**src/rtl/sris_cfg.svh**
```systemverilog
/*
 * Constants of the reset and interrupt sequencer: register offsets,
 * field positions, reset values and timing counts.
 * Assumes inclusion by bare name from the rtl/ folder.
 */
`ifndef SRIS_CFG_SVH
`define SRIS_CFG_SVH

// ****************************************************************
// Register byte offsets
// ****************************************************************
`define SRIS_OFF_PEND_LOW 12'h004
`define SRIS_OFF_PEND_MID 12'h008
`define SRIS_OFF_PEND_HIGH 12'h00c
`define SRIS_OFF_CAUSE 12'h010
`define SRIS_OFF_CTRL 12'h014
`define SRIS_OFF_IRQ_STAT 12'h018
`define SRIS_OFF_IRQ_MASK 12'h01c
`define SRIS_OFF_IRQ_EN 12'h020

// ****************************************************************
// Fields
// ****************************************************************
`define SRIS_CTRL_STOP_EN 0
`define SRIS_CTRL_SHORT_STOP_RECOVERY 1
`define SRIS_CTRL_RESET 2'b00
`define SRIS_CAUSE_ILOP 0
`define SRIS_CAUSE_ILLEGAL_ADDRESS_CAUSE 1
`define SRIS_CAUSE_LVI 2
`define SRIS_CAUSE_MOD 3
`define SRIS_CAUSE_POR 4
`define SRIS_NUM_CAUSES 5
`define SRIS_PEND_LOW_LSB 2
`define SRIS_EV_RESET 0
`define SRIS_EV_WAKE 1
`define SRIS_EV_VECTOR 2
`define SRIS_NUM_EVENTS 3

// ****************************************************************
// Timing counts, in stabilisation-counter ticks, and the blank reset vector byte
// ****************************************************************
`define SRIS_LONG_DELAY 4096
`define SRIS_SHORT_DELAY 32
`define SRIS_RELEASE_DELAY 32
`define SRIS_BLANK_VECTOR 8'hff

`endif

```
**src/rtl/sris_pkg.sv**
```systemverilog
/*
 * Types shared by the reset and interrupt sequencer files.
 * Assumes nothing beyond a SystemVerilog compiler.
 */
`default_nettype none
package sris_pkg;
   typedef enum logic [2:0] {
      SRIS_ST_RUN = 3'b000,
      SRIS_ST_PIN_LOW = 3'b001,
      SRIS_ST_RELEASE = 3'b010,
      SRIS_ST_STOP = 3'b011,
      SRIS_ST_RECOVER = 3'b100
   } sris_state_t;
endpackage : sris_pkg
`default_nettype wire

```
**src/rtl/sris_sequencer.sv**
```systemverilog
/*
 * Reset and interrupt sequencer: collects reset sources, drives the
 * open-drain reset pin, records causes, times stop recovery and
 * arbitrates interrupts at instruction boundaries. AXI4-Lite slave.
 * Assumes a single 40 MHz clock and synchronous inputs.
 */
// Implementation choices: the register addresses and register access over AXI4-Lite.
`include "sris_cfg.svh"
`default_nettype none
module sris_sequencer
   import sris_pkg::*;
#(
   parameter int NUM_IRQ = 21,
   parameter int LONG_DELAY = `SRIS_LONG_DELAY
) (
   input wire logic CLOCK_IN,
   input wire logic RESET_N_IN,
   input wire logic REF_TICK_IN,
   input wire logic POR_IN,
   input wire logic LVI_IN,
   input wire logic MONITOR_ENTRY_IN,
   input wire logic [7:0] RESET_VECTOR_HI_IN,
   input wire logic [7:0] RESET_VECTOR_LO_IN,
   input wire logic STOP_EXEC_IN,
   input wire logic FETCH_VALID_IN,
   input wire logic FETCH_OPCODE_IN,
   input wire logic FETCH_UNMAPPED_IN,
   input wire logic BOUNDARY_IN,
   input wire logic CPU_IMASK_IN,
   input wire logic WAKE_IN,
   input wire logic [NUM_IRQ:1] IRQ_REQ_IN,
   output logic RESET_PIN_OUT,
   output logic RESET_PIN_OE_OUT,
   output logic CPU_RESET_OUT,
   output logic BUS_CLK_EN_OUT,
   output logic WATCHDOG_CLK_OUT,
   output logic IRQ_TAKE_OUT,
   output logic [4:0] IRQ_VECTOR_OUT,
   output logic IRQ_OUT,
   input wire logic [11:0] S_AXI_AWADDR,
   input wire logic S_AXI_AWVALID,
   output logic S_AXI_AWREADY,
   input wire logic [31:0] S_AXI_WDATA,
   input wire logic [3:0] S_AXI_WSTRB,
   input wire logic S_AXI_WVALID,
   output logic S_AXI_WREADY,
   output logic [1:0] S_AXI_BRESP,
   output logic S_AXI_BVALID,
   input wire logic S_AXI_BREADY,
   input wire logic [11:0] S_AXI_ARADDR,
   input wire logic S_AXI_ARVALID,
   output logic S_AXI_ARREADY,
   output logic [31:0] S_AXI_RDATA,
   output logic [1:0] S_AXI_RRESP,
   output logic S_AXI_RVALID,
   input wire logic S_AXI_RREADY
);
   import sris_pkg::*;

   initial begin
      if (NUM_IRQ != 21) $error("flag layout needs 21 sources");
      if (LONG_DELAY < 64 || LONG_DELAY > 8160) $error("bad delay");
   end

   localparam logic [12:0] LONG_CNT = 13'(LONG_DELAY - 1);
   localparam logic [12:0] SHORT_CNT = 13'(`SRIS_SHORT_DELAY - 1);
   localparam logic [12:0] PIN_CNT =
      13'(LONG_DELAY + `SRIS_SHORT_DELAY - 1);
   localparam logic [12:0] REL_CNT = 13'(`SRIS_RELEASE_DELAY - 1);

   sris_state_t state_q;
   logic [1:0] ctrl_q;
   logic [`SRIS_NUM_CAUSES-1:0] cause_q;
   logic [`SRIS_NUM_EVENTS-1:0] ev_stat_q, ev_mask_q;
   logic [NUM_IRQ:1] irq_en_q;
   logic [12:0] count;
   logic cnt_clear;
   logic ilop, illegal_address_cause, monitor_entry_reset, int_reset;
   logic [`SRIS_NUM_CAUSES-1:0] cause_set;
   logic [`SRIS_NUM_EVENTS-1:0] ev_set;
   logic [NUM_IRQ:1] serviceable;
   logic [4:0] winner;
   logic any_irq;

   // ****************************************************************
   // Reset sources
   // ****************************************************************
   assign ilop = STOP_EXEC_IN && !ctrl_q[`SRIS_CTRL_STOP_EN];
   assign illegal_address_cause = FETCH_VALID_IN && FETCH_OPCODE_IN &&
                 FETCH_UNMAPPED_IN;
   assign monitor_entry_reset = MONITOR_ENTRY_IN &&
      RESET_VECTOR_HI_IN == `SRIS_BLANK_VECTOR &&
      RESET_VECTOR_LO_IN == `SRIS_BLANK_VECTOR;
   assign int_reset = state_q != SRIS_ST_PIN_LOW &&
                      (ilop || illegal_address_cause || monitor_entry_reset || LVI_IN || POR_IN);
   always_comb begin
      cause_set = '0;
      cause_set[`SRIS_CAUSE_ILOP] = ilop;
      cause_set[`SRIS_CAUSE_ILLEGAL_ADDRESS_CAUSE] = illegal_address_cause;
      cause_set[`SRIS_CAUSE_LVI] = LVI_IN;
      cause_set[`SRIS_CAUSE_MOD] = monitor_entry_reset;
      cause_set[`SRIS_CAUSE_POR] = POR_IN;
   end

   // ****************************************************************
   // Stabilisation counter
   // ****************************************************************
   assign cnt_clear = int_reset || (state_q == SRIS_ST_RUN &&
      STOP_EXEC_IN && ctrl_q[`SRIS_CTRL_STOP_EN]) ||
      (state_q == SRIS_ST_PIN_LOW && count == PIN_CNT && REF_TICK_IN) ||
      (state_q == SRIS_ST_STOP && WAKE_IN);

   sris_stab_counter #(.WIDTH(13)) u_counter (
      .CLOCK_IN(CLOCK_IN),
      .RESET_N_IN(RESET_N_IN),
      .TICK_IN(REF_TICK_IN),
      .CLEAR_IN(cnt_clear),
      .COUNT_OUT(count),
      .OVERFLOW_OUT(WATCHDOG_CLK_OUT)
   );

   // ****************************************************************
   // Sequencing state machine
   // ****************************************************************
   always_ff @(posedge CLOCK_IN or negedge RESET_N_IN) begin
      if (!RESET_N_IN) begin
         state_q <= SRIS_ST_PIN_LOW;
      end else if (int_reset) begin
         state_q <= SRIS_ST_PIN_LOW;
      end else begin
         unique case (state_q)
            SRIS_ST_RUN: begin
               if (STOP_EXEC_IN && ctrl_q[`SRIS_CTRL_STOP_EN]) begin
                  state_q <= SRIS_ST_STOP;
               end
            end
            SRIS_ST_PIN_LOW: begin
               if (REF_TICK_IN && count == PIN_CNT) begin
                  state_q <= SRIS_ST_RELEASE;
               end
            end
            SRIS_ST_RELEASE: begin
               if (REF_TICK_IN && count == REL_CNT) begin
                  state_q <= SRIS_ST_RUN;
               end
            end
            SRIS_ST_STOP: begin
               if (WAKE_IN) begin
                  state_q <= SRIS_ST_RECOVER;
               end
            end
            SRIS_ST_RECOVER: begin
               if (REF_TICK_IN && count == (ctrl_q[`SRIS_CTRL_SHORT_STOP_RECOVERY] ?
                   SHORT_CNT : LONG_CNT)) begin
                  state_q <= SRIS_ST_RUN;
               end
            end
            default: state_q <= SRIS_ST_PIN_LOW;
         endcase
      end
   end

   assign RESET_PIN_OUT = 1'b0;
   assign RESET_PIN_OE_OUT = state_q == SRIS_ST_PIN_LOW;
   assign CPU_RESET_OUT = state_q == SRIS_ST_PIN_LOW ||
                          state_q == SRIS_ST_RELEASE;
   assign BUS_CLK_EN_OUT = state_q == SRIS_ST_RUN;

   // ****************************************************************
   // Interrupt arbitration
   // ****************************************************************
   assign serviceable = IRQ_REQ_IN & irq_en_q;
   always_comb begin
      winner = 5'h00;
      for (int i = NUM_IRQ; i >= 1; i--) begin
         if (serviceable[i]) winner = 5'(i);
      end
   end
   assign any_irq = |serviceable && !CPU_IMASK_IN;

   always_ff @(posedge CLOCK_IN or negedge RESET_N_IN) begin
      if (!RESET_N_IN) begin
         IRQ_TAKE_OUT <= 1'b0;
         IRQ_VECTOR_OUT <= 5'h00;
      end else begin
         // Also taken at return boundary before next program op
         IRQ_TAKE_OUT <= BOUNDARY_IN && any_irq &&
                         state_q == SRIS_ST_RUN;
         if (BOUNDARY_IN && any_irq) IRQ_VECTOR_OUT <= winner;
      end
   end

   // ****************************************************************
   // Registers and event status
   // ****************************************************************
   // Wake done marks the last recovery tick, before the bus runs
   logic rec_done;
   assign rec_done = state_q == SRIS_ST_RECOVER && REF_TICK_IN &&
      count == (ctrl_q[`SRIS_CTRL_SHORT_STOP_RECOVERY] ? SHORT_CNT : LONG_CNT);
   assign ev_set = {IRQ_TAKE_OUT, rec_done && !int_reset,
      state_q == SRIS_ST_RELEASE && REF_TICK_IN && count == REL_CNT};
   assign IRQ_OUT = |(ev_stat_q & ev_mask_q);

   logic aw_q, w_q;
   logic [11:0] awaddr_q;
   logic [31:0] wdata_q;
   logic wr_go;
   assign S_AXI_AWREADY = !aw_q && !S_AXI_BVALID;
   assign S_AXI_WREADY = !w_q && !S_AXI_BVALID;
   assign wr_go = aw_q && w_q && !S_AXI_BVALID;

   always_ff @(posedge CLOCK_IN or negedge RESET_N_IN) begin
      if (!RESET_N_IN) begin
         aw_q <= 1'b0;
         w_q <= 1'b0;
         awaddr_q <= 12'h000;
         wdata_q <= 32'h0000_0000;
         S_AXI_BVALID <= 1'b0;
         S_AXI_BRESP <= 2'b00;
      end else begin
         if (S_AXI_AWVALID && S_AXI_AWREADY) begin
            aw_q <= 1'b1;
            awaddr_q <= S_AXI_AWADDR;
         end
         if (S_AXI_WVALID && S_AXI_WREADY) begin
            w_q <= 1'b1;
            wdata_q <= S_AXI_WSTRB[0] ? S_AXI_WDATA : 32'h0000_0000;
         end
         if (wr_go) begin
            aw_q <= 1'b0;
            w_q <= 1'b0;
            S_AXI_BVALID <= 1'b1;
            S_AXI_BRESP <= (awaddr_q >= `SRIS_OFF_PEND_LOW &&
               awaddr_q <= `SRIS_OFF_IRQ_EN && awaddr_q[1:0] == 2'b00) ?
               2'b00 : 2'b10;
         end else if (S_AXI_BVALID && S_AXI_BREADY) begin
            S_AXI_BVALID <= 1'b0;
         end
      end
   end

   logic wr_lane;
   assign wr_lane = wr_go;
   always_ff @(posedge CLOCK_IN or negedge RESET_N_IN) begin
      if (!RESET_N_IN) begin
         ctrl_q <= `SRIS_CTRL_RESET;
         ev_mask_q <= '0;
         irq_en_q <= '0;
      end else if (wr_lane) begin
         // Pending registers have no write path
         unique case (awaddr_q)
            `SRIS_OFF_CTRL: ctrl_q <= wdata_q[1:0];
            `SRIS_OFF_IRQ_MASK:
               ev_mask_q <= wdata_q[`SRIS_NUM_EVENTS-1:0];
            `SRIS_OFF_IRQ_EN: irq_en_q <= wdata_q[NUM_IRQ-1:0];
            default: ;
         endcase
      end
   end

   always_ff @(posedge CLOCK_IN or negedge RESET_N_IN) begin
      if (!RESET_N_IN) begin
         ev_stat_q <= '0;
         cause_q <= '0;
      end else begin
         // Set wins over write-one-to-clear
         if (wr_lane && awaddr_q == `SRIS_OFF_IRQ_STAT) begin
            ev_stat_q <= (ev_stat_q & ~wdata_q[`SRIS_NUM_EVENTS-1:0])
                         | ev_set;
         end else begin
            ev_stat_q <= ev_stat_q | ev_set;
         end
         if (wr_lane && awaddr_q == `SRIS_OFF_CAUSE) begin
            cause_q <= (cause_q & ~wdata_q[`SRIS_NUM_CAUSES-1:0]) |
                       cause_set;
         end else if (|cause_set && state_q != SRIS_ST_PIN_LOW) begin
            cause_q <= cause_set;
         end else begin
            cause_q <= cause_q | cause_set;
         end
      end
   end

   always_ff @(posedge CLOCK_IN or negedge RESET_N_IN) begin
      if (!RESET_N_IN) begin
         S_AXI_RVALID <= 1'b0;
         S_AXI_RDATA <= 32'h0000_0000;
         S_AXI_RRESP <= 2'b00;
      end else if (S_AXI_ARVALID && S_AXI_ARREADY) begin
         S_AXI_RVALID <= 1'b1;
         S_AXI_RRESP <= 2'b00;
         unique case (S_AXI_ARADDR)
            `SRIS_OFF_PEND_LOW: S_AXI_RDATA <=
               {24'h0, IRQ_REQ_IN[6:1], 2'b00};
            `SRIS_OFF_PEND_MID: S_AXI_RDATA <=
               {24'h0, IRQ_REQ_IN[14:7]};
            `SRIS_OFF_PEND_HIGH: S_AXI_RDATA <=
               {25'h0, IRQ_REQ_IN[21:15]};
            `SRIS_OFF_CAUSE: S_AXI_RDATA <= {27'h0, cause_q};
            `SRIS_OFF_CTRL: S_AXI_RDATA <= {30'h0, ctrl_q};
            `SRIS_OFF_IRQ_STAT: S_AXI_RDATA <= {29'h0, ev_stat_q};
            `SRIS_OFF_IRQ_MASK: S_AXI_RDATA <= {29'h0, ev_mask_q};
            `SRIS_OFF_IRQ_EN: S_AXI_RDATA <= {11'h0, irq_en_q};
            default: begin
               S_AXI_RDATA <= 32'h0000_0000;
               S_AXI_RRESP <= 2'b10;
            end
         endcase
      end else if (S_AXI_RVALID && S_AXI_RREADY) begin
         S_AXI_RVALID <= 1'b0;
      end
   end
   assign S_AXI_ARREADY = !S_AXI_RVALID;

   // ****************************************************************
   // Checks
   // ****************************************************************
   AST_ILOP_PIN: assert property (@(posedge CLOCK_IN)
      disable iff (!RESET_N_IN)
      STOP_EXEC_IN && !ctrl_q[`SRIS_CTRL_STOP_EN] |=> RESET_PIN_OE_OUT)
      else $error("disabled stop did not reset");
   AST_PIN_ALL: assert property (@(posedge CLOCK_IN)
      disable iff (!RESET_N_IN)
      (monitor_entry_reset || LVI_IN || POR_IN) |=> RESET_PIN_OE_OUT)
      else $error("internal reset left pin free");
   AST_ILLEGAL_ADDRESS_CAUSE_CAUSE: assert property (@(posedge CLOCK_IN)
      disable iff (!RESET_N_IN)
      illegal_address_cause |=> cause_q[`SRIS_CAUSE_ILLEGAL_ADDRESS_CAUSE] && RESET_PIN_OE_OUT)
      else $error("opcode fetch fault not recorded");
   AST_DATA_FETCH: assert property (@(posedge CLOCK_IN)
      disable iff (!RESET_N_IN)
      state_q == SRIS_ST_RUN && !FETCH_OPCODE_IN && !ilop && !monitor_entry_reset
      && !LVI_IN && !POR_IN |=> !RESET_PIN_OE_OUT)
      else $error("data fetch caused reset");
   AST_MONITOR_ENTRY_RESET: assert property (@(posedge CLOCK_IN)
      disable iff (!RESET_N_IN)
      monitor_entry_reset |=> cause_q[`SRIS_CAUSE_MOD])
      else $error("monitor entry not recorded");
   AST_STOP_CLEAR: assert property (@(posedge CLOCK_IN)
      disable iff (!RESET_N_IN)
      state_q == SRIS_ST_RUN && STOP_EXEC_IN &&
      ctrl_q[`SRIS_CTRL_STOP_EN] |=> count == 13'h0000)
      else $error("stop did not clear counter");
   AST_NO_BUS_STOP: assert property (@(posedge CLOCK_IN)
      disable iff (!RESET_N_IN)
      state_q == SRIS_ST_RECOVER |-> !BUS_CLK_EN_OUT)
      else $error("bus clock during recovery");
   AST_SHORT_REC: assert property (@(posedge CLOCK_IN)
      disable iff (!RESET_N_IN)
      state_q == SRIS_ST_RECOVER && REF_TICK_IN && !int_reset &&
      ctrl_q[`SRIS_CTRL_SHORT_STOP_RECOVERY] && count == SHORT_CNT
      |=> state_q == SRIS_ST_RUN)
      else $error("short recovery wrong length");
   AST_MASKED: assert property (@(posedge CLOCK_IN)
      disable iff (!RESET_N_IN)
      CPU_IMASK_IN || !BOUNDARY_IN |=> !IRQ_TAKE_OUT)
      else $error("interrupt taken while masked");
   AST_LOW_ZERO: assert property (@(posedge CLOCK_IN)
      disable iff (!RESET_N_IN)
      S_AXI_RVALID && $past(S_AXI_ARADDR) == `SRIS_OFF_PEND_LOW &&
      $past(S_AXI_ARVALID && S_AXI_ARREADY) |-> S_AXI_RDATA[1:0] == 2'b00)
      else $error("low pending bits 1:0 set");
   COV_LVI: cover property (@(posedge CLOCK_IN) LVI_IN);
   COV_STOP: cover property (@(posedge CLOCK_IN)
      state_q == SRIS_ST_RECOVER ##1 state_q == SRIS_ST_RUN);
   COV_IRQ: cover property (@(posedge CLOCK_IN) IRQ_TAKE_OUT);
endmodule : sris_sequencer
`default_nettype wire

```
**src/rtl/sris_stab_counter.sv**
```systemverilog
/*
 * Stabilisation counter: free 13-bit counter that advances on each
 * tick enable and can be cleared. Its carry out is a one-cycle pulse.
 * Assumes the tick enable marks the falling reference clock edge.
 */
`default_nettype none
module sris_stab_counter #(
   parameter int WIDTH = 13
) (
   input wire logic CLOCK_IN,
   input wire logic RESET_N_IN,
   input wire logic TICK_IN,
   input wire logic CLEAR_IN,
   output logic [WIDTH-1:0] COUNT_OUT,
   output logic OVERFLOW_OUT
);
   initial begin
      if (WIDTH < 13) $error("counter too narrow for delays");
   end

   always_ff @(posedge CLOCK_IN or negedge RESET_N_IN) begin
      if (!RESET_N_IN) begin
         COUNT_OUT <= '0;
      end else if (CLEAR_IN) begin
         COUNT_OUT <= '0;
      end else if (TICK_IN) begin
         COUNT_OUT <= COUNT_OUT + 1'b1;
      end
   end

   always_ff @(posedge CLOCK_IN or negedge RESET_N_IN) begin
      if (!RESET_N_IN) begin
         OVERFLOW_OUT <= 1'b0;
      end else begin
         OVERFLOW_OUT <= TICK_IN && !CLEAR_IN && (&COUNT_OUT);
      end
   end
endmodule : sris_stab_counter
`default_nettype wire

```
**config.mk**
```make
export PLATFORM = sky130hd
export DESIGN_NAME = sris_sequencer
export DESIGN_NICKNAME = d
export VERILOG_FILES = /design/src/rtl/sris_pkg.sv /design/src/rtl/sris_sequencer.sv /design/src/rtl/sris_stab_counter.sv
export VERILOG_INCLUDE_DIRS = /design/src /design/src/rtl
export SDC_FILE = /design/constraint.sdc
export NUM_CORES = 1
export LEC_CHECK = 0
export BUFFER_PORTS_ARGS = -buffer_cell sky130_fd_sc_hd__buf_2
export CAP_MARGIN = 40
export CORE_MARGIN = 5
export CORE_UTILIZATION = 50
export DETAILED_ROUTE_END_ITERATION = 8
export GPL_ROUTABILITY_DRIVEN = 0
export HOLD_SLACK_MARGIN = 0.08
export PLACE_DENSITY = 0.77
export SETUP_SLACK_MARGIN = 0.5
export SLEW_MARGIN = 20
export SYNTH_ARGS = -nofsm -noshare
export SYNTH_HDL_FRONTEND = slang
export SYNTH_SLANG_ARGS = --single-unit
```
**constraint.sdc**
```tcl
create_clock -name CLOCK_IN -period 4.1 [get_ports CLOCK_IN]
set_input_delay 0.615 -clock CLOCK_IN [delete_from_list [all_inputs] [get_ports CLOCK_IN]]
set_output_delay 0.615 -clock CLOCK_IN [all_outputs]
set_load 0.02 [all_outputs]
```
# [Word level (Yosys, flattened, before mapping)]
# Cells that the tools add are included.
[word_totals] reg_bits=130 word_cells=177 inputBits=115
[classes] n_eq_ne=28 muxes=46 magnitude_cmp=2 addsub=1 bitwise_logic=10 n_reduce_logical=71
[ops] op="$pmux W21 S8" count=1
[ops] op="$mux W5" count=23
[ops] op="$eq A12 B5 Y1 const B" count=8
[ops] op="$logic_and A1 B1 Y1" count=39
[ops] op="$mux W13" count=2
[ops] op="$eq A12 B4 Y1 const B" count=2
[ops] op="$eq A12 B6 Y1 const B" count=2
[ops] op="$and A21 B21 Y21" count=1
[ops] op="$mux W21" count=1
[ops] op="$mux W3" count=7
[ops] op="$reduce_or A21 Y1" count=1
[ops] op="$eq A8 B8 Y1 const B" count=2
[ops] op="$pmux W3 S5" count=1
[ops] op="$add A13 B1 Y13 const B" count=1
[ops] op="$eq A13 B12 Y1" count=1
[ops] op="$eq A13 B13 Y1 const B" count=1
[ops] op="$eq A13 B5 Y1 const B" count=1
[ops] op="$reduce_and A13 Y1" count=1
[ops] op="$eq A12 B3 Y1 const B" count=1
[ops] op="$ge A12 B3 Y1 const B" count=1
[ops] op="$le A12 B6 Y1 const B" count=1
[ops] op="$mux W12" count=1
[ops] op="$or A5 B5 Y5" count=2
[ops] op="$reduce_bool A2 Y1" count=5
[ops] op="21 further kinds" count=52

# [Logic depth before layout (Yosys ltp)]
# Gate-level depths: netlist (run 1).
[logic_depth] ltp_word=22 ltp_mapped=7

# [Hierarchy]
# From an unflattened synthesis (run 1), not the netlist that was laid out.
[unflattened] hier_cells=580 hier_area_um2=5883.1
[modules_own_cells] module="sris_sequencer" area_per_inst_um2=5176.2 seq_area_each_um2=2578.7 instances=1 cells_per_inst=510
[modules_own_cells] module="sris_stab_counter" area_per_inst_um2=706.9 seq_area_each_um2=350.3 instances=1 cells_per_inst=70

# [Worst setup path after synthesis (run 1)]
# OpenSTA, ideal clock, no wires.
[synth_path] path_type="input port to flip-flop" from="in S_AXI_ARADDR[1]" to="reg S_AXI_RDATA[3]" setup_ps=65 stages=5 t_required_ps=4035 path_buffers=0 path_slack_ps=2043 arrival_ps=1992 cell_sequence="or4_4 -> nor4b_4 -> a22oi_1 -> o211ai_1 -> mux2_2"
[synth_between] elab_chain_cells=2 elab_cells_between_ends=9 classes_between="eq/ne: 8; mux: 1"
[synth_rtl] element="start: declaration" line_no="sris_sequencer.sv:50" source="input wire logic [11:0] S_AXI_ARADDR,"
[synth_rtl] element="$eq A12 B6 Y1, or another cell as far along" line_no="sris_sequencer.sv:292" source="unique case (S_AXI_ARADDR)"
[synth_rtl] element="$pmux W21 S8 *" line_no="sris_sequencer.sv:292"
[synth_rtl] element="end signal: assignment" line_no="sris_sequencer.sv:293" source="`SRIS_OFF_PEND_LOW: S_AXI_RDATA <="
[synth_rtl] element="end signal: assignment" line_no="sris_sequencer.sv:295" source="`SRIS_OFF_PEND_MID: S_AXI_RDATA <="
[synth_rtl] element="end signal: assignment" line_no="sris_sequencer.sv:297" source="`SRIS_OFF_PEND_HIGH: S_AXI_RDATA <="
[synth_rtl] element="end: declaration" line_no="sris_sequencer.sv:53" source="output logic [31:0] S_AXI_RDATA,"
# Mark *: on every way between the ends. The rest lies on a longest branch, timed or not.
# A chain may end at the register's enable or synchronous reset.

# [Final worst setup path (run 1)]
[layout_path] from="reg awaddr_q[1]" to="reg irq_en_q[20] (netlist bit)"
[layout_between] elab_chain_cells=2
[layout_rtl] element="start: declaration" line_no="sris_sequencer.sv:205" source="logic [11:0] awaddr_q;"
[layout_rtl] element="$eq A12 B6 Y1" line_no="sris_sequencer.sv:251" source="unique case (awaddr_q)"
[layout_rtl] element="$reduce_and A2 Y1 (no source line)"
[layout_rtl] element="end signal: assignment" line_no="sris_sequencer.sv:255" source="`SRIS_OFF_IRQ_EN: irq_en_q <= wdata_q[NUM_IRQ-1:0];"
[layout_rtl] element="end: declaration" line_no="sris_sequencer.sv:75" source="logic [NUM_IRQ:1] irq_en_q;"
# No other way between the ends.

==> results.cfg, run 1 <==
[critical_path]
cpPeakStageDelay_ns = 0.57
criticalPathCategory = register to register
required_ns = 4.39
cp-end-kind = register
cpMaxStageDelayCell = or4_4
worstPathArrival_ns = 2.51
crit_chain = or4_4 -> nor3_2 -> nand3_2 -> mux2_2
cp_max_fo = 23
critPathTopFamily = simple AND/OR/NAND/NOR gates
critPathBufInv = 0
worst_setup_path_start_kind = register

[timing]
min_period_ns = 2.23
hold_viol_final = 0
finClkSkew_ns = 0.00866
post-route-period-util_pct = 54.4
setup_tns_ns = 0
rsz0062_at_grt = no
worst_slew_pin_slew_ns = 0.870
final-max-slew-violation-count = 0
fmaxAchievable_mhz = 449
slew_headroom_pct = 41.3
setup_violations = 0

[job]
maxCapViolCount = 0

[detailed_routing]
wl_per_cell_microns = 16.7
final_antenna_net_count = 0
drc = 0
num_vias = 4805
via_per_inst = 5.54
routed_wl_microns = 14400
drt-initial-drc-count = 333
firstDrtPassIters = 5

[die]
std_cell_rows = 39
fp.coreArea_sq_um = 11400
initial_core_util_pct = 50.7
ios = 168
dieWidth_microns = 117
die_h_microns = 117
design.die.area_sq_um = 13800

[placement]
io_buffers = 139
placed_cell_area_sq_um = 6540
dpl.hpwl_microns = 11000

[global_route]
grt_max_degree = 46
grt_pass1_vias = 4979
grtUsageTotal_pct = 21.5
grt_pass1_wl_microns = 24300
antenna_found_initial = 2
grt_overflow = 0

[yosys]
synth-async-reset-ratio_pct = 100
ys_types = 67
seq_area_frac_synth_pct = 50.8
synthFlopType = dfrtp_1
syn_inst = 569
syn_area_per_cell_sq_um = 10.1
syn_area_sq_um = 5760
synth_edf_count = 0
ys_ff_latch = 117
ys_warn_count = 0

[cts]
htreeDepth = 4
cts_max_path_buffers = 2
clkSinkCount = 117
cts-root-buf = clkbuf_16
hold_buffers = 0
cts-buffers-inserted = 17
tritoncts = yes
clock_latency_ns = 0.41
post_cts_resized = 0
cts_setup_buffers = 0
cts.clk_slew.worst_paths_ns = 0.06

[status]
outcome = finished, final reports clean

[final_layout]
final_cell_area_sq_um = 7080
drive_above_1_share_pct = 32.0
nets = 827
syn_to_final_growth_pct = 22.8

[pwr]
power_uw = 3400
ir_drop_uv = 325
powerDensity_nw_per_um2 = 481
leakage_uw = 0.00347

[worst_hold_path]
min_path_type = input pin to asynchronous set/reset pin
## synthesized netlist by cell type, drive strengths merged, types with 2 or more instances
cell type / n / area share [%]
o211ai: 4 / 0.52
nand4: 13 / 1.4
a22o: 3 / 0.46
a221oi: 2 / 0.30
a21o: 4 / 0.52
or4: 5 / 0.85
mux4: 3 / 1.2
a2bb2oi: 3 / 0.56
or2: 2 / 0.22
mux2i: 7 / 1.2
o21ai: 38 / 3.3
nor3: 8 / 0.87
a21oi: 10 / 0.87
o31ai: 2 / 0.26
nor4: 4 / 0.69
nand2b: 5 / 0.54
clkbuf: 16 / 1.0
inv: 11 / 0.72
nand2: 113 / 7.4
and3: 2 / 0.22
xnor2: 9 / 1.4
and4: 2 / 0.30
a32oi: 2 / 0.30
a311oi: 3 / 0.46
buf: 19 / 2.5
nand3: 27 / 2.5
nor4bb: 2 / 0.35
nor4b: 2 / 0.56
dfrtp: 116 / 50
a31oi: 3 / 0.33
and2: 7 / 0.80
a31o: 5 / 0.76
mux2: 37 / 7.2
a22oi: 13 / 1.7
xor2: 6 / 0.91
or3: 4 / 0.43
nor2: 32 / 2.1
nor2b: 7 / 0.76
nand3b: 2 / 0.26
## cells by family after synthesis
kind of cell,count (synthesis),synth area share [%]
compound gates,103,12.2
xor+xnor,15,2.28
fa+ha+maj,1,0.217
buf+inv,46,4.26
flops,117,50.8
mux,47,9.62
other cells,1,0.0651
simple gates,239,20.6
## registers in the layout, indices dropped and copies added (netlist names), 2 cells and up
name	cells
ev_mask_q	3
wdata_q	21
state_q	3
awaddr_q	12
ev_stat_q	3
u_counter.COUNT_OUT	13
S_AXI_RDATA	21
irq_en_q	21
IRQ_VECTOR_OUT	5
ctrl_q	2
cause_q	5
## layer usage
metal	track usage [%]	wire (microns)	share of wire, %
met5	0	7	0.048
met2	34.1	6970	48
met4	7.76	281	1.9
met3	7.56	1230	8.5
met1	27.2	5950	41
## cell usage in the layout (no fill, tap or decap), types with 3 or more instances in the layout
master	n
a22oi_1	13
clkbuf_1	4
inv_1	11
xnor2_1	9
buf_4	6
nor3_1	6
clkbuf_16	17
nand2b_1	5
clkinv_2	5
dfrtp_1	116
nand4_1	13
nor2b_1	7
a31o_2	5
nand3_1	25
clkbuf_8	4
xor2_1	6
a22o_1	3
a21oi_1	10
a31oi_1	3
a21o_1	4
o21ai_0	37
mux2_2	37
and2_1	5
o211ai_1	4
mux4_2	3
mux2i_1	7
or3_1	4
or4_4	3
nor2_1	32
nand2_1	113
a311oi_1	3
buf_2	138
nor4_1	3
conb_1	14
## power breakdown
part | leakage [uW] | total [uW] | internal (uW) | switching, uW
clock network | 0.000263 | 1300 | 822 | 480
registers | 0.00153 | 1510 | 1350 | 161
logic | 0.00169 | 591 | 263 | 328
total | 0.00347 | 3400 | 2430 | 969
## final timing paths
kind                                              from                          end  slack (ns)  depth (start not counted)
max                            awaddr_q[1]$_DFFE_PN0P_     irq_en_q[20]$_DFFE_PN0P_        1.87                          4
min                                         RESET_N_IN       state_q[1]$_DFFE_PN0P_        0.20                          1
max reg2reg                    awaddr_q[1]$_DFFE_PN0P_     irq_en_q[20]$_DFFE_PN0P_        1.87                          4
min reg2reg                S_AXI_RDATA[14]$_DFFE_PN0P_  S_AXI_RDATA[14]$_DFFE_PN0P_        0.46                          2
max in group asynchronous                   RESET_N_IN      wdata_q[20]$_DFFE_PN0P_        3.01                          2
min in group CLOCK_IN                     S_AXI_RREADY     S_AXI_RVALID$_DFFE_PN0P_        0.38                          2
## final cells by class
| cell class | count | area [sq um] |
|---|---|---|
| fillers | 965 | 4290 |
| flip-flops and latches | 117 | 2930 |
| multi-input cells | 419 | 2640 |
| repair buffers | 145 | 763 |
| clock buffers | 25 | 495 |
| well taps | 143 | 179 |
| inverters | 11 | 41.3 |
| clock inverters | 5 | 25.0 |
| diodes | 2 | 5.00 |
## metrics by stage
| step | setup slack, ns | instances | hold WS [ns] | utilization [%] |
|---|---|---|---|---|
| after global routing | 1.70 | 866 | 0.256 | 62.2 |
| after CTS | 1.81 | 863 | 0.211 | 62.1 |
| after detailed placement | 1.39 | 833 | 0.454 | 57.5 |
| final | 1.87 | 867 | 0.200 | 62.2 |
| after global placement | 1.42 | 832 | 0.446 | 57.2 |
| after floorplan | 2.04 | 582 | 0.319 | - |
No activity file was read; power rests on OpenSTA's default activity.
==> inputs of run 2 (changes only) <==
- clock period: 4.1 -> 2.25 ns (I/O delays scaled with it)
==> run 2 against run 1 <==
  * Combinational power rose by 100%
  * Clock power rose by 110%
  * Largest power group unchanged
  * First-iteration DRC count rose by 29%
  * Power rose by 97%
  * Worst hold slack got worse by 0.097 ns
  * Highest routed layer unchanged
  * Flip-flop and latch count did not move
  * Final area rose by 6.8%
  * Via count rose by 3.9%
  * Routed wire length rose by 4.5%
  * Critical path depth rose by 2
  * Cell count rose by 3.7%
  * Sequential share of layout area fell by 2.6 points
==> results.cfg, run 2 (same netlist as run 1, synthesis figures left out) <==
[pwr]
powerDensity_nw_per_um2 = 885
power_uw = 6690
leakage_uw = 0.00368
ir_drop_uv = 657

[timing]
setup_violations = 0
post-route-period-util_pct = 87.1
final-max-slew-violation-count = 0
holdWs_ns = 0.103
fmaxAchievable_mhz = 510
hold_viol_final = 0
slew_headroom_pct = 57.7
rsz0062_at_grt = yes
min_period_ns = 1.96
final.setup.worst_slack_ns = 0.290
setup_tns_ns = 0
worst_slew_pin_slew_ns = 0.633
finClkSkew_ns = 0.0101

[worst_hold_path]
worstHoldStart = S_AXI_BREADY
whs_path_depth = 2
hold_path_end = S_AXI_BVALID$_DFFE_PN0P_
min_path_type = input pin to register

[critical_path]
r2r_cells = 6
r2r_slack_ns = 0.29
cpPeakStageDelay_ns = 0.56
worst_setup_path_start_kind = register
crit_chain = or4_4 -> nor4_4 -> buf_4 -> nand3b_1 -> o21ai_1 -> o31ai_1
cp-end-kind = register
cpMaxStageDelayCell = or4_4
required_ns = 2.54
r2r-start = awaddr_q[1]$_DFFE_PN0P_
worstPathArrival_ns = 2.25
cp_max_fo = 3
r2r-end = ev_stat_q[1]$_DFF_PN0_
criticalPathCategory = register to register

[global_route]
grt_max_degree = 118
grt_overflow = 0
grt_pass1_wl_microns = 24500
grt_pass1_vias = 4974
antenna_found_initial = 3
grtUsageTotal_pct = 21.6

[detailed_routing]
via_per_inst = 5.55
num_vias = 4992
drc = 0
routed_wl_microns = 15100
firstDrtPassIters = 5
wl_met3_microns = 1240
wl_per_cell_microns = 16.8
wl_met1_microns = 6220
drt-initial-drc-count = 428
final_antenna_net_count = 0
maxUsedRoutingLayer = met5
route.met2.wl_microns = 7240

[die]
fp.coreArea_sq_um = 11400
design.die.area_sq_um = 13800
die_h_microns = 117
dieWidth_microns = 117
ios = 168
std_cell_rows = 39
initial_core_util_pct = 50.7

[final_layout]
reg.largest.list = S_AXI_RDATA: 21 flops, irq_en_q: 21 flops, wdata_q: 21 flops
multiInputGateArea_sq_um = 2790
fin_cells = 899
fillCellCount = 849
nets = 857
drive_above_1_share_pct = 39.7
regArea_sq_um = 2930
most-common-layout-cells = buf_2 (136), dfrtp_1 (112), nand2_1 (108)
layout_commonest_cell = buf_2
syn_to_final_growth_pct = 31.1

[placement]
io_buffers = 139
place_ws_ns = 0.206
dpl.hpwl_microns = 10700
dp.cells = 838

[cts]
tritoncts = yes
cts-root-buf = clkbuf_16
clock_latency_ns = 0.41
htreeDepth = 4
clkSinkCount = 117
cts.clk_slew.worst_paths_ns = 0.05
cts-buffers-inserted = 17
cts_max_path_buffers = 2

[status]
outcome = finished, final reports clean

[job]
maxCapViolCount = 0
-- run 2: cell count changes in the layout (fill, tap and decap cells not counted), sizes merged --
cell / before / now
dlygate4sd3: 0 / 1
clkbuf: 25 / 19
bufinv: 0 / 3
clkinvlp: 0 / 5
buf: 145 / 174
-- run 2: stage by stage --
stage / area [sq um] / util (%)
after global placement: 6600 / 58.1
after detailed placement: 6600 / 58.1
final: 7560 / 66.5
after global routing: 7560 / 66.5
after CTS: 7400 / 65.1
after floorplan: 5850 / -
-- run 2: layout make-up --
class                      count  area share [%]
sequential                   117            38.8
multi-input combinational    419            36.9
timing repair buffer         175            13.3
clock buffer                  19            5.99
tap                          143            2.37
clock inverter                13            2.07
inverter                      11           0.546
antenna                        2          0.0662
-- run 2: routing by layer --
metal	vias up	track usage, %
li1	2358	-
met1	2377	28.1
met2	213	33.9
met3	42	6.83
met4	2	7.61
met5	-	0
-- run 2: power by group --
part	switching [uW]	internal (uW)
Sequential	295	2460
Combinational	649	556
Clock	940	1790
Total	1880	4800
-- run 2: how the worst max path moves through the flow --
stage	startpoint	endpoint	slack, ns	cells past startpoint
after CTS	awaddr_q[1]$_DFFE_PN0P_	ctrl_q[0]$_DFFE_PN0P_	0.29	5
after floorplan	awaddr_q[0]$_DFFE_PN0P_	ctrl_q[0]$_DFFE_PN0P_	0.33	5
after global routing	awaddr_q[1]$_DFFE_PN0P_	ctrl_q[0]$_DFFE_PN0P_	0.18	5
after detailed placement	awaddr_q[0]$_DFFE_PN0P_	ctrl_q[0]$_DFFE_PN0P_	0.21	5
after global placement	awaddr_q[0]$_DFFE_PN0P_	ctrl_q[0]$_DFFE_PN0P_	0.26	5
final	awaddr_q[1]$_DFFE_PN0P_	ev_stat_q[1]$_DFF_PN0_	0.29	6
-- run 2: worst max-delay path, delay by kind of cell (launching register included) --
| kind | cells | cell delay, ns |
|---|---|---|
| compound gates | 2 | 0.25 |
| buf+inv | 1 | 0.18 |
| simple gates | 3 | 1.05 |
| flops | 1 | 0.37 |
-- run 2: timing repair --
action / in CTS / in global routing
hold buffers: 1 / 0
setup endpoints to repair: 55 / 57
cloned: 0 / 0
gates resized for setup: 21 / 20
setup buffers: 16 / 10
hold endpoints to repair: 116 / 0
pin swaps: 13 / 13
==> inputs of run 3 (changes only) <==
- PLACE_DENSITY: 0.77 -> 0.84
==> run 3 against run 2 <==
  * Global-route usage rose by 2.3 points
  * Non-clock buffer count is 12 higher
  * Cell count up 1.2%
  * Utilization rose by 1.8 points
  * Critical path type unchanged
  * First-iteration DRC count increased by 47%
  * Largest cell class unchanged
  * Clock power rose by 12%
  * Die area is the same
  * Final area increased by 2.8%
  * Register-to-register slack worse by 0.11 ns
  * Maximum frequency decreased by 5.3%
  * Via count increased by 5.8%
  * Largest power group is now clock
==> results.cfg, run 3 (same netlist as run 1, synthesis figures left out) <==
[detailed_routing]
routed_wl_microns = 17100
drc = 0
via_per_inst = 5.80
final_antenna_net_count = 0
firstDrtPassIters = 5
drt-initial-drc-count = 630
wl_per_cell_microns = 18.8
num_vias = 5281

[global_route]
grt_pass1_vias = 5432
grt.busiest_layer = met2
grt_overflow = 0
met2_usage_pct = 38.8
grt_pass1_wl_microns = 27100
antenna_found_initial = 1
grt_use_met1_pct = 29.3
grtUsageTotal_pct = 23.9
grtUsageMet3_pct = 7.70
grt_max_degree = 48

[critical_path]
cp-end-kind = register
r2r_cells = 7
r2r-start = awaddr_q[9]$_DFFE_PN0P_
required_ns = 2.55
criticalPathCategory = register to register
worst_setup_path_start_kind = register
cpPeakStageDelay_ns = 0.56
worstPathArrival_ns = 2.37
crit_chain = or4_4 -> nor4_4 -> buf_4 -> buf_6 -> and2_4 -> nand2_4 -> a31o_4
r2r_slack_ns = 0.18
r2r-end = cause_q[1]$_DFF_PN0_
cp_max_fo = 5
cpMaxStageDelayCell = or4_4

[placement]
io_buffers = 139
dpl.hpwl_microns = 11100
place_ws_ns = 0.187
dp.cells = 838

[timing]
finClkSkew_ns = 0.00729
min_period_ns = 2.07
fmaxAchievable_mhz = 483
setup_tns_ns = 0
final.setup.worst_slack_ns = 0.181
rsz0062_at_grt = yes
final-max-slew-violation-count = 0
slew_headroom_pct = 55.8
hold_viol_final = 0
worst_slew_pin_slew_ns = 0.662
setup_violations = 0
post-route-period-util_pct = 92.0

[final_layout]
reg.largest.list = S_AXI_RDATA: 21 flops, irq_en_q: 21 flops, wdata_q: 21 flops
most-common-layout-cells = buf_2 (136), dfrtp_1 (112), nand2_1 (108)
nets = 869
syn_to_final_growth_pct = 34.8
layout_commonest_cell = buf_2
fin_cells = 910
drive_above_1_share_pct = 40.5

[die]
die_h_microns = 117
dieWidth_microns = 117
design.die.area_sq_um = 13800
std_cell_rows = 39
ios = 168
initial_core_util_pct = 50.7
fp.coreArea_sq_um = 11400

[pwr]
ir_drop_uv = 953
power_uw = 7080
pwr-share-comb_pct = 17.4
powerDensity_nw_per_um2 = 912
p_sw_share_pct = 27.7
p_int_uw = 5120
p_sw_uw = 1970
leakage_uw = 0.00380
seqPwrFrac_pct = 39.3
pwr-share-clk_pct = 43.3

[cts]
clkSinkCount = 117
htreeDepth = 4
tritoncts = yes
clock_latency_ns = 0.41
cts.clk_slew.worst_paths_ns = 0.06
cts_max_path_buffers = 2
cts-buffers-inserted = 17
cts-root-buf = clkbuf_16

[worst_hold_path]
min_path_type = input pin to register
worstHoldStart = S_AXI_RREADY
whs_path_depth = 2
hold_path_end = S_AXI_RVALID$_DFFE_PN0P_

[status]
outcome = finished, final reports clean

[job]
maxCapViolCount = 0
-- run 3: cell types whose count changed in the layout (fill, tap and decap cells not counted), sizes merged --
| cell | delta |
|---|---|
| buf | +12 |
| diode | -1 |
| bufinv | +3 |
| clkbuf | -1 |
| clkinvlp | -2 |
-- run 3: how the worst max path moves through the flow --
| stage | to | start | cells past startpoint | slack (ns) |
|---|---|---|---|---|
| 2_1_floorplan | ctrl_q[0]$_DFFE_PN0P_ | awaddr_q[0]$_DFFE_PN0P_ | 5 | 0.33 |
| 3_3_place_gp | ctrl_q[0]$_DFFE_PN0P_ | awaddr_q[0]$_DFFE_PN0P_ | 5 | 0.25 |
| 3_5_place_dp | ctrl_q[0]$_DFFE_PN0P_ | awaddr_q[0]$_DFFE_PN0P_ | 5 | 0.19 |
| 4_1_cts | ctrl_q[0]$_DFFE_PN0P_ | awaddr_q[11]$_DFFE_PN0P_ | 6 | 0.25 |
| 5_1_grt | cause_q[1]$_DFF_PN0_ | awaddr_q[9]$_DFFE_PN0P_ | 7 | 0.11 |
| 6_report | cause_q[1]$_DFF_PN0_ | awaddr_q[9]$_DFFE_PN0P_ | 7 | 0.18 |
-- run 3: timing repair --
action,4_1_cts,5_1_grt
gates resized for setup,28,25
endpoints found under the setup margin,55,57
hold buffers,1,0
pin swaps,17,14
hold endpoints to repair,39,0
buffers inserted,27,11
-- run 3: power by group through the flow --
stage	registers, uW	clock network [uW]	logic [uW]
3_3_place_gp	2760	0	1020
2_1_floorplan	2730	0	728
6_report	2780	3070	1230
5_1_grt	2820	3180	1370
3_5_place_dp	2800	0	1070
4_1_cts	2770	3080	1180
-- run 3: through the flow --
step	area, sq um	util, %	hold WS, ns
3_3_place_gp	6620	58.2	0.352
6_report	7770	68.3	0.0991
4_1_cts	7580	66.7	0.0930
5_1_grt	7770	68.3	0.0928
3_5_place_dp	6620	58.2	0.358
2_1_floorplan	5850	-	0.0419
-- run 3: layer usage --
layer	share of wire, %	wire length [microns]	up-vias
met5	0	0	-
met4	3.9	669	0
met2	49	8420	307
met3	9.8	1680	67
li1	-	-	2375
met1	37	6340	2532
-- run 3: cell type report --
class | count | area, sq um
sequential | 117 | 2930
tap | 143 | 179
inverter | 11 | 41.3
antenna | 1 | 2.50
clock inverter | 14 | 231
clock buffer | 18 | 439
timing repair buffer | 187 | 1120
fill | 785 | 3600
multi-input combinational | 419 | 2820
-- run 3: critical path, delay by kind of cell, from the launching register on --
family                 cells  cell delay (ns)
and+or+nand+nor            4             1.06
AOI/OAI and AO/OA          1             0.22
buffers and inverters      2             0.29
DFF                        1             0.37
